$ cat src/sdt_defs.svh
// register map, field positions, reset values and fixed codes
`ifndef SDT_DEFS_SVH
`define SDT_DEFS_SVH
`define SDT_CTRL_OFS    8'h00
`define SDT_STAT_OFS    8'h04
`define SDT_CTRL_RST    8'h00
`define SDT_CKSEL_LSB   0
`define SDT_HALF_BIT    2
`define SDT_PARITY_CONTROL_LSB  3
`define SDT_LOOP_BIT    5
`define SDT_SPEED_LSB   6
`define SDT_INVALID     10'h278
`define SDT_LFSR_SEED   9'h1ff
`define SDT_INIT_FILL   2
`define SDT_INIT_SAMPLES 2'h2
`define SDT_MULT_FULL   5'h0a
`define SDT_MULT_HALF   5'h14
`define SDT_SYNC_W      62
`endif

$ cat src/sdt_pkg.sv
// types shared by the serializer transmit path
package sdt_pkg;
  typedef enum logic [1:0] {
    SDT_LOW  = 2'b00,
    SDT_MID  = 2'b01,
    SDT_HIGH = 2'b10
  } sdt_level_t;
  typedef enum logic [1:0] {
    SDT_ALN_INIT  = 2'b00,
    SDT_ALN_RUN   = 2'b01,
    SDT_ALN_FAULT = 2'b10
  } sdt_aln_t;
  typedef logic [9:0]      sdt_char_t;
  typedef logic [3:0][9:0] sdt_lane_chars_t;
endpackage

$ cat src/sdt_tx_path.sv
// transmit path of a four-lane serializer with an ahb-lite register slave
//
// How it works
// - input clock: reference, shared, or lane clock
// - capture ten bits, parity when checking enabled
// - bit 0 first out, bit 9 last
// - reference clock full rate bypasses align buffer
// - other clocking or half rate uses buffer
// - init after two low samples, phase set on release
// - buffer tolerates two characters of drift either way
// - phase error sticks until buffer reinitialised
// - phase error sends invalid character continuously
// - parity control low disables, else checks odd
// - parity error replaces character with invalid
// - self-test lfsr repeats 511 characters
// - self-test latch transparent high, holds low
// - device reset disables self-test on all lanes
// - self-test ignores character and parity inputs
// - odd bus bits self-test, even bits enables
// - loopback drives static one on enabled outputs
// - output latch transparent high, holds low
// - device reset disables every output driver
// - multiplier ten or twenty, character-rate tick
`timescale 1ns/100ps
`include "sdt_defs.svh"
module sdt_tx_path #(
  parameter int DEPTH = 4
) (
  input  wire logic                    hclk,
  input  wire logic                    hresetn,
  input  wire logic                    hsel,
  input  wire logic [31:0]             haddr,
  input  wire logic [1:0]              htrans,
  input  wire logic                    hwrite,
  input  wire logic [2:0]              hsize,
  input  wire logic [31:0]             hwdata,
  input  wire logic                    hready,
  output logic      [31:0]             hrdata,
  output logic                         hreadyout,
  output logic                         hresp,
  input  wire logic                    reference_clock,
  input  wire logic                    shared_tx_clock,
  input  wire logic [3:0]              lane_tx_clock,
  input  wire sdt_pkg::sdt_lane_chars_t tx_char_in,
  input  wire logic [3:0]              tx_parity_in,
  input  wire logic                    align_buffer_init_n,
  input  wire logic [7:0]              shared_enable_bus,
  input  wire logic                    selftest_latch_enable,
  input  wire logic                    output_latch_enable,
  input  wire logic                    device_reset_n,
  output sdt_pkg::sdt_lane_chars_t     serial_out_char,
  output logic      [3:0]              serial_out_stb,
  output logic      [3:0]              serial_out_one,
  output logic      [3:0]              serial_out_en,
  output logic      [3:0]              tx_phase_error
);
  import sdt_pkg::*;
  localparam int AW = $clog2(DEPTH);

  // every non-ahb input pin passes two flops; the second stage is read, and the six clock pins also pass a third for edge detection
  logic [`SDT_SYNC_W-1:0] s1_ff, s2_ff;
  logic [5:0]             prev_ff;
  always_ff @(posedge hclk or negedge hresetn) begin
    if (!hresetn) begin
      s1_ff   <= '0;
      s2_ff   <= '0;
      prev_ff <= '0;
    end else begin
      s1_ff   <= {tx_parity_in, tx_char_in, shared_enable_bus,
                  output_latch_enable, selftest_latch_enable,
                  device_reset_n, align_buffer_init_n, lane_tx_clock,
                  shared_tx_clock, reference_clock};
      s2_ff   <= s1_ff;
      prev_ff <= s2_ff[5:0];
    end
  end

  logic        ref_rise, ref_fall, sh_rise, s_init, s_devrst;
  logic        s_stle, s_output_latch_enable;
  logic [3:0]  ln_rise, s_par;
  logic [7:0]  s_bus;
  logic [39:0] s_chr;
  assign ref_rise = s2_ff[0] & ~prev_ff[0];
  assign ref_fall = ~s2_ff[0] & prev_ff[0];
  assign sh_rise  = s2_ff[1] & ~prev_ff[1];
  assign ln_rise  = s2_ff[5:2] & ~prev_ff[5:2];
  assign s_init   = s2_ff[6];
  assign s_devrst = s2_ff[7];
  assign s_stle   = s2_ff[8];
  assign s_output_latch_enable   = s2_ff[9];
  assign s_bus    = s2_ff[17:10];
  assign s_chr    = s2_ff[57:18];
  assign s_par    = s2_ff[61:58];

  // ahb-lite slave: zero wait, write lands in the data phase
  logic [7:0]  ctrl_ff, nxt_ctrl, waddr_ff, nxt_waddr;
  logic        wpend_ff, nxt_wpend, hready_ff;
  logic [31:0] hrdata_ff, nxt_hrdata, stat;
  logic        acc;
  always_comb begin
    acc        = hsel & htrans[1] & hready;
    nxt_wpend  = acc & hwrite;
    nxt_waddr  = haddr[7:0];
    nxt_ctrl   = ctrl_ff;
    if (wpend_ff && waddr_ff == `SDT_CTRL_OFS)
      nxt_ctrl = hwdata[7:0];
    nxt_hrdata = '0;  // unmapped reads give zero, still okay
    if (acc && !hwrite) begin
      // read right after a write sees the new control value
      if (haddr[7:0] == `SDT_CTRL_OFS)
        nxt_hrdata = {24'h0, nxt_ctrl};
      else if (haddr[7:0] == `SDT_STAT_OFS)
        nxt_hrdata = stat;
    end
  end
  always_ff @(posedge hclk or negedge hresetn) begin
    if (!hresetn) begin
      ctrl_ff   <= `SDT_CTRL_RST;
      waddr_ff  <= '0;
      wpend_ff  <= 1'b0;
      hrdata_ff <= '0;
      hready_ff <= 1'b0;
    end else begin
      ctrl_ff   <= nxt_ctrl;
      waddr_ff  <= nxt_waddr;
      wpend_ff  <= nxt_wpend;
      hrdata_ff <= nxt_hrdata;
      hready_ff <= 1'b1;
    end
  end
  assign hrdata    = hrdata_ff;
  assign hreadyout = hready_ff;  // no wait states once out of reset
  assign hresp     = 1'b0;

  // decoded control; the host keeps illegal combinations away
  logic       sel_low, sel_mid, half, par_en, loop, bypass, tick;
  logic [1:0] speed;  // stored for software only
  logic [4:0] mult;
  assign sel_low = ctrl_ff[`SDT_CKSEL_LSB +: 2] == SDT_LOW;
  assign sel_mid = ctrl_ff[`SDT_CKSEL_LSB +: 2] == SDT_MID;
  assign half    = ctrl_ff[`SDT_HALF_BIT];
  assign par_en  = ctrl_ff[`SDT_PARITY_CONTROL_LSB +: 2] != SDT_LOW;
  assign loop    = ctrl_ff[`SDT_LOOP_BIT];
  assign speed   = ctrl_ff[`SDT_SPEED_LSB +: 2];
  assign bypass  = sel_low & ~half;
  assign tick    = ref_rise | (half & ref_fall);
  assign mult    = half ? `SDT_MULT_HALF : `SDT_MULT_FULL;

  // enable latches, transparent while their enable is high
  logic [3:0] st_lat_ff, nxt_st_lat, oe_lat_ff, nxt_oe_lat, st_on;
  always_comb begin
    nxt_st_lat = st_lat_ff;
    nxt_oe_lat = oe_lat_ff;
    if (!s_devrst) begin
      nxt_st_lat = 4'hf;
      nxt_oe_lat = 4'h0;
    end else begin
      if (s_stle)
        nxt_st_lat = {s_bus[7], s_bus[5], s_bus[3], s_bus[1]};
      if (s_output_latch_enable)
        nxt_oe_lat = {s_bus[6], s_bus[4], s_bus[2], s_bus[0]};
    end
  end
  always_ff @(posedge hclk or negedge hresetn) begin
    if (!hresetn) begin
      st_lat_ff <= 4'hf;
      oe_lat_ff <= 4'h0;
    end else begin
      st_lat_ff <= nxt_st_lat;
      oe_lat_ff <= nxt_oe_lat;
    end
  end
  assign st_on = ~st_lat_ff;  // a low latched bit runs the generator

  // init request: two low samples on reference rising edges
  logic [1:0] lowc_ff, nxt_lowc;
  logic       init_act;
  always_comb begin
    nxt_lowc = lowc_ff;
    if (s_init)
      nxt_lowc = 2'h0;  // release fixes the phase at once
    else if (ref_rise && lowc_ff != `SDT_INIT_SAMPLES)
      nxt_lowc = lowc_ff + 2'h1;
  end
  always_ff @(posedge hclk or negedge hresetn) begin
    if (!hresetn)
      lowc_ff <= 2'h0;
    else
      lowc_ff <= nxt_lowc;
  end
  assign init_act = lowc_ff == `SDT_INIT_SAMPLES;

  // per-lane capture, phase-align buffer, checks and character select
  logic [10:0]     buf_ff [4][DEPTH], nxt_buf [4][DEPTH];
  logic [AW-1:0]   wp_ff [4], nxt_wp [4], rp_ff [4], nxt_rp [4];
  logic [AW:0]     cnt_ff [4], nxt_cnt [4];
  sdt_aln_t        aln_ff [4], nxt_aln [4];
  logic [10:0]     byp_ff [4], nxt_byp [4];
  logic [8:0]      lfsr_ff [4], nxt_lfsr [4];
  sdt_lane_chars_t och_ff, nxt_och;
  logic [3:0]      stb_ff, nxt_stb, one_ff, nxt_one, en_ff, nxt_en;
  logic [3:0]      perr_ff, nxt_perr;
  always_comb begin
    logic [10:0] din;
    logic [10:0] src;
    logic        cap, rd, wr;
    din = '0; src = '0; cap = 1'b0; rd = 1'b0; wr = 1'b0;
    nxt_buf = buf_ff;   nxt_wp = wp_ff;     nxt_rp = rp_ff;
    nxt_cnt = cnt_ff;   nxt_aln = aln_ff;   nxt_byp = byp_ff;
    nxt_lfsr = lfsr_ff; nxt_och = och_ff;
    nxt_stb = '0;       nxt_one = '0;       nxt_en = oe_lat_ff;
    for (int i = 0; i < 4; i++) begin
      // capture edge follows the clock selection
      cap = sel_low ? tick : (sel_mid ? ln_rise[i] : sh_rise);
      // parity bit kept only when checking is on
      din = {par_en & s_par[i], s_chr[i*10 +: 10]};
      wr  = cap & ~bypass & ~st_on[i];
      rd  = tick & ~bypass;
      if (cap && bypass && !st_on[i])
        nxt_byp[i] = din;
      case (aln_ff[i])
        SDT_ALN_INIT: begin
          // half full gives two characters of slack each way
          nxt_wp[i]  = AW'(`SDT_INIT_FILL);
          nxt_rp[i]  = '0;
          nxt_cnt[i] = (AW+1)'(`SDT_INIT_FILL);
          if (!init_act)
            nxt_aln[i] = SDT_ALN_RUN;
        end
        SDT_ALN_RUN: begin
          if (init_act)
            nxt_aln[i] = SDT_ALN_INIT;
          else if ((rd && cnt_ff[i] == '0) ||
                   (wr && !rd && cnt_ff[i] == (AW+1)'(DEPTH)))
            nxt_aln[i] = SDT_ALN_FAULT;
          else begin
            if (wr) begin
              nxt_buf[i][wp_ff[i]] = din;
              nxt_wp[i] = AW'(wp_ff[i] + 1'b1);
            end
            if (rd)
              nxt_rp[i] = AW'(rp_ff[i] + 1'b1);
            if (wr && !rd)
              nxt_cnt[i] = cnt_ff[i] + 1'b1;
            else if (rd && !wr)
              nxt_cnt[i] = cnt_ff[i] - 1'b1;
          end
        end
        SDT_ALN_FAULT: begin
          if (init_act)
            nxt_aln[i] = SDT_ALN_INIT;  // only reinit clears it
        end
        default: nxt_aln[i] = SDT_ALN_INIT;
      endcase
      src = bypass ? byp_ff[i] : buf_ff[i][rp_ff[i]];
      if (tick && st_on[i])
        nxt_lfsr[i] = {lfsr_ff[i][7:0],
                       lfsr_ff[i][8] ^ lfsr_ff[i][4]};
      // a powered-down lane holds its last character
      if (tick && oe_lat_ff[i]) begin
        nxt_stb[i] = 1'b1;
        if (loop) begin
          nxt_och[i] = 10'h3ff;
          nxt_one[i] = 1'b1;
        end else if (st_on[i])
          nxt_och[i] = {lfsr_ff[i][8] ^ lfsr_ff[i][0],
                        lfsr_ff[i]};
        else if (aln_ff[i] == SDT_ALN_FAULT)
          nxt_och[i] = `SDT_INVALID;
        else if (par_en && !(^src))
          nxt_och[i] = `SDT_INVALID;
        else
          nxt_och[i] = src[9:0];  // bit 0 leaves first
      end
      nxt_perr[i] = nxt_aln[i] == SDT_ALN_FAULT;
    end
  end
  always_ff @(posedge hclk or negedge hresetn) begin
    if (!hresetn) begin
      for (int i = 0; i < 4; i++) begin
        for (int j = 0; j < DEPTH; j++)
          buf_ff[i][j] <= '0;
        wp_ff[i]   <= AW'(`SDT_INIT_FILL);
        rp_ff[i]   <= '0;
        cnt_ff[i]  <= (AW+1)'(`SDT_INIT_FILL);
        aln_ff[i]  <= SDT_ALN_RUN;
        byp_ff[i]  <= '0;
        lfsr_ff[i] <= `SDT_LFSR_SEED;
      end
      och_ff  <= '0;
      stb_ff  <= '0;
      one_ff  <= '0;
      en_ff   <= '0;
      perr_ff <= '0;
    end else begin
      buf_ff  <= nxt_buf;
      wp_ff   <= nxt_wp;
      rp_ff   <= nxt_rp;
      cnt_ff  <= nxt_cnt;
      aln_ff  <= nxt_aln;
      byp_ff  <= nxt_byp;
      lfsr_ff <= nxt_lfsr;
      och_ff  <= nxt_och;
      stb_ff  <= nxt_stb;
      one_ff  <= nxt_one;
      en_ff   <= nxt_en;
      perr_ff <= nxt_perr;
    end
  end
  assign serial_out_char = och_ff;
  assign serial_out_stb  = stb_ff;
  assign serial_out_one  = one_ff;
  assign serial_out_en   = en_ff;
  assign tx_phase_error  = perr_ff;
  assign stat = {13'h0, speed, mult, oe_lat_ff, st_on, perr_ff};
endmodule // sdt_tx_path

$ cat config.mk
export PLATFORM = sky130hd
export DESIGN_NAME = sdt_tx_path
export DESIGN_NICKNAME = d
export VERILOG_FILES = /design/src/sdt_pkg.sv /design/src/sdt_tx_path.sv
export VERILOG_INCLUDE_DIRS = /design/src
export SDC_FILE = /design/constraint.sdc
export NUM_CORES = 1
export LEC_CHECK = 0
export ABC_AREA = 1
export ABC_CLOCK_PERIOD_IN_PS = 2900
export BUFFER_PORTS_ARGS = -buffer_cell sky130_fd_sc_hd__buf_2
export CORE_AREA = 2 2 219 221
export DETAILED_ROUTE_END_ITERATION = 6
export DIE_AREA = 0 0 221 223
export PLACE_DENSITY = 0.69
export SKIP_LAST_GASP = 1
export SLEW_MARGIN = 20
export SYNTH_ARGS = -nofsm -noshare
export SYNTH_HDL_FRONTEND = slang
export SYNTH_SLANG_ARGS = --single-unit
$ cat constraint.sdc
create_clock -name hclk -period 2.9 [get_ports hclk]
set_input_delay 0.145 -clock hclk [delete_from_list [all_inputs] [get_ports hclk]]
set_output_delay 0.145 -clock hclk [all_outputs]
set_load 0.01 [all_outputs]
==> load_flow_metrics.sql <==
INSERT INTO impl_metrics (metric_group, metric, value, unit) VALUES
('detailed_routing', 'detail_route.vias_per_cell', '5.07', ''),
('detailed_routing', 'average_wire_per_standard_cell', '15.3', 'um'),
('detailed_routing', 'violation_count_after_the_first_detailed_routing_iteration', '1345', ''),
('layout', 'final-seq-area', '0.0131', 'mm^2'),
('worst_setup_path', 'critPathLaunchType', 'flip-flop', ''),
('synth', 'synth-seq-area-share', '0.566', ''),
('placement', 'io_buffers', '158', ''),
('clock_tree', 'cts_buffer_depth', '3', ''),
('sta', 'timing_hold_violations_final', '0', ''),
('die', 'core_area', '0.0471', 'mm^2'),
('die', 'initial_core_util', '0.492', ''),
('run', 'cap_violations', '0', ''),
('synth', 'avgSynthCellArea', '8.50', 'um^2'),
('run_status', 'outcome', 'finished, final reports clean', ''),
('die', 'die_y', '223', 'um'),
('clock_tree', 'clk_latency', '0.60', 'ns'),
('detailed_routing', 'vias', '18400', ''),
('global_route', 'grt_pass1_wl', '91700', 'um'),
('placement', 'routabilityCongestion', '0.848', ''),
('synth', 'synth-async-reset-ratio', '1.00', ''),
('sta', 'drv_slew', '0', ''),
('layout', 'nFillCells', '4013', ''),
('detailed_routing', 'drtPass1Iterations', '6', ''),
('layout', 'layout_common_cells', '945 x sky130_fd_sc_hd__nand2_1, 470 x sky130_fd_sc_hd__dfrtp_1, 286 x sky130_fd_sc_hd__inv_1', ''),
('layout', 'layout.cells.most_common', 'sky130_fd_sc_hd__nand2_1', ''),
('die', 'boundaryPins', '226', ''),
('clock_tree', 'cts_inserted_buffers', '55', ''),
('layout', 'final_core_utilization', '0.580', ''),
('synth', 'most_used_flip_flop_cell_after_synthesis', 'sky130_fd_sc_hd__dfrtp_1', ''),
('synth', 'number_of_flops_mapped_to_enable_cells_by_yosys', '0', ''),
('sta', 'timing.final.crit_share', '0.924', ''),
('die', 'fp.dieArea', '0.0493', 'mm^2'),
('synth', 'synth_seq_cells', '522', ''),
('synth', 'yosysWarnings', '0', ''),
('global_route', 'first_global_vias', '18300', ''),
('global_route', 'antenna_found_initial', '0', ''),
('layout', 'drive_gt1_frac', '0.147', ''),
('worst_setup_path', 'critical_path_arrival', '3.20', 'ns'),
('sta', 'transition_at_the_pin_with_the_smallest_max_transition_slack', '0.798', 'ns'),
('detailed_routing', 'drt_drc_violations_left', '0', ''),
('clock_tree', 'numClockSinks', '522', ''),
('power_and_ir_drop', 'power.ir.vdd_worst', '0.000623', 'V'),
('worst_setup_path', 'worst-path-max-fanout', '60', ''),
('placement', 'detailedPlacementHpwl', '36400', 'um'),
('power_and_ir_drop', 'p_leak', '13.9', 'nW'),
('clock_tree', 'tritoncts', 'done', ''),
('sta', 'max_freq', '373', 'MHz'),
('synth', 'post_synth_instance_area', '0.0232', 'mm^2'),
('sta', 'worst_slew_margin_rel', '0.464', ''),
('worst_setup_path', 'cp_data_required_time', '3.43', 'ns'),
('synth', 'post_synth_inst_count', '2728', ''),
('global_route', 'grt_start_max_net_pins', '107', ''),
('sta', 'worst_clock_skew', '0.0237', 'ns'),
('power_and_ir_drop', 'power_per_cell_area', '1030', 'mW/mm^2'),
('placement', 'postPlaceCellArea', '0.0245', 'mm^2'),
('sta', 'unrepaired_setup_endpoints_after_global_routing', 'yes', ''),
('layout', 'final_area', '0.0273', 'mm^2'),
('worst_setup_path', 'r2r-start', 'ctrl_ff[1]$_DFF_PN0_', ''),
('sta', 'final-setup-viol-count', '0', ''),
('clock_tree', 'clockRootBuffer', 'sky130_fd_sc_hd__clkbuf_16', ''),
('detailed_routing', 'antenna_violation_net_count_after_detailed_routing', '0', ''),
('sta', 'timing.final.crit_period', '2.68', 'ns'),
('clock_tree', 'cts-htree-levels', '2', ''),
('worst_setup_path', 'critPathKind', 'flip-flop to flip-flop', ''),
('layout', 'final_nets', '3129', ''),
('worst_setup_path', 'worst_setup_sp', 'ctrl_ff[1]$_DFF_PN0_', ''),
('detailed_routing', 'wirelength_routed', '55500', 'um'),
('worst_setup_path', 'critPathCaptureType', 'flip-flop', ''),
('die', 'die_w', '221', 'um'),
('min_path', 'hold_class', 'input port to async pin', ''),
('global_route', 'grt_overflow_total', '0', ''),
('die', 'std_cell_rows', '80', ''),
('layout', 'multiInputGateArea', '0.00830', 'mm^2'),
('layout', 'area_growth_syn_to_layout', '17.9', '%'),
('synth', 'yosys.cell_types.count', '48', ''),
('clock_tree', 'cts.reportedPaths.clkPinSlew', '0.06', 'ns'),
('global_route', 'grt_use_total', '0.228', ''),
('layout', 'antenna_cells', '0', '');
==> stage by stage <==
| step | setup WS (ns) | std cells | hold slack (ns) | power, mW | setup TNS, ns |
|---|---|---|---|---|---|
| final | 0.222 | 3627 | 0.0610 | 28.1 | 0 |
| after global routing | -0.0423 | 3627 | 0.0904 | 30.4 | -0.0423 |
| after CTS | 0.137 | 3627 | 0.0445 | 28.2 | 0 |
| after detailed placement | 0.223 | 3445 | 0.0837 | 20.5 | 0 |
| after global placement | 0.335 | 3445 | 0.0822 | 20.1 | 0 |
| after floorplan | 0.629 | 2742 | -0.151 | 17.9 | 0 |
==> what timing repair did <==
item | in CTS | in global routing
endpoints found under the setup margin | 0 | 97
endpoints found under the hold margin | 437 | 0
hold buffers | 81 | 0
gates resized for setup | 0 | 16
setup buffers | 0 | 0
==> power by group <==
group          leakage, nW  switching, mW  internal [mW]  total, mW
sequential            6.29           1.05           9.21       10.3
clock                0.964           2.87           4.60       7.46
combinational         6.64           6.81           3.61       10.4
==> cell families (layout without fill, tap and decap cells) <==
kind of cell,count (synthesis),in the layout,share of synthesized area
simple gates,1299,1299,0.229
xor+xnor,5,5,0.00189
buf+inv,421,691,0.0789
mux,14,14,0.00680
fa+ha+maj,25,25,0.0148
compound gates,440,440,0.102
flops,522,522,0.566
other cells,2,16,0.000324
==> cells in the mapped netlist, types with 10 or more instances <==
library cell / count / area share
sky130_fd_sc_hd__nand2_1: 945 / 0.15
sky130_fd_sc_hd__dfrtp_1: 470 / 0.51
sky130_fd_sc_hd__inv_1: 286 / 0.046
sky130_fd_sc_hd__o21ai_0: 256 / 0.055
sky130_fd_sc_hd__nor2_1: 150 / 0.024
sky130_fd_sc_hd__nand3_1: 147 / 0.032
sky130_fd_sc_hd__a21oi_1: 104 / 0.022
sky130_fd_sc_hd__dfstp_2: 52 / 0.059
sky130_fd_sc_hd__buf_2: 47 / 0.010
sky130_fd_sc_hd__buf_4: 29 / 0.0094
sky130_fd_sc_hd__clkbuf_1: 28 / 0.0045
sky130_fd_sc_hd__o21ai_1: 26 / 0.0056
sky130_fd_sc_hd__ha_1: 21 / 0.011
sky130_fd_sc_hd__a21oi_2: 20 / 0.0076
sky130_fd_sc_hd__nand2_2: 17 / 0.0046
sky130_fd_sc_hd__mux2_2: 14 / 0.0068
sky130_fd_sc_hd__inv_2: 10 / 0.0016
==> cell type report <==
class,count,share of cell area
inverters,301,0.0414
clock inverters,23,0.0118
flip-flops and latches,522,0.480
clock buffers,78,0.0594
multi-input cells,1799,0.303
repair buffers,289,0.0757
well taps,615,0.0281
==> registers in the layout (all words and copies together), names as in the netlist, 8 cells and up <==
register         cells
cnt_ff              12
s1_ff               62
ctrl_ff              8
hrdata              16
buf_ff             176
waddr_ff             8
serial_out_char     40
lfsr_ff             36
rp_ff                8
aln_ff               8
s2_ff               62
wp_ff                8
byp_ff              44
==> worst max-delay path, stage by stage, from the launching register on <==
cell,delay [ns]
sky130_fd_sc_hd__dfrtp_1,0.44
sky130_fd_sc_hd__nor2_4,0.16
sky130_fd_sc_hd__nand2_4,0.11
sky130_fd_sc_hd__inv_4,0.08
sky130_fd_sc_hd__buf_4,0.51
sky130_fd_sc_hd__nand2_1,0.14
sky130_fd_sc_hd__nand2_1,0.13
sky130_fd_sc_hd__nand2_1,0.07
sky130_fd_sc_hd__nand2_1,0.08
sky130_fd_sc_hd__nand2_1,0.06
sky130_fd_sc_hd__nand2_1,0.06
sky130_fd_sc_hd__nand2_1,0.07
sky130_fd_sc_hd__nand3_2,0.10
sky130_fd_sc_hd__nand3_4,0.15
sky130_fd_sc_hd__nand2_1,0.14
sky130_fd_sc_hd__nand2_1,0.12
sky130_fd_sc_hd__a21oi_2,0.14
==> worst paths after layout <==
check,cells after the start,slack [ns],end
worst max-delay path,16,0.22,serial_out_char[24]$_DFFE_PN0P_
worst min-delay path,2,0.06,s1_ff[52]$_DFF_PN0_
worst max register to register,16,0.22,serial_out_char[24]$_DFFE_PN0P_
worst min register to register,0,0.34,s2_ff[53]$_DFF_PN0_
max in group asynchronous,3,1.80,hrdata[4]$_DFF_PN0_
min in group hclk,4,0.16,hrdata[3]$_DFF_PN0_
==> metal layers <==
layer / GRT usage / up-vias / part of all wire
met3: 0.0316 / 118 / 0.055
met2: 0.377 / 548 / 0.47
li1: - / 9017 / -
met1: 0.304 / 8718 / 0.44
met5: 0 / - / 0
met4: 0.0920 / 0 / 0.034
Note: power is estimated with default switching activity, not from simulation.
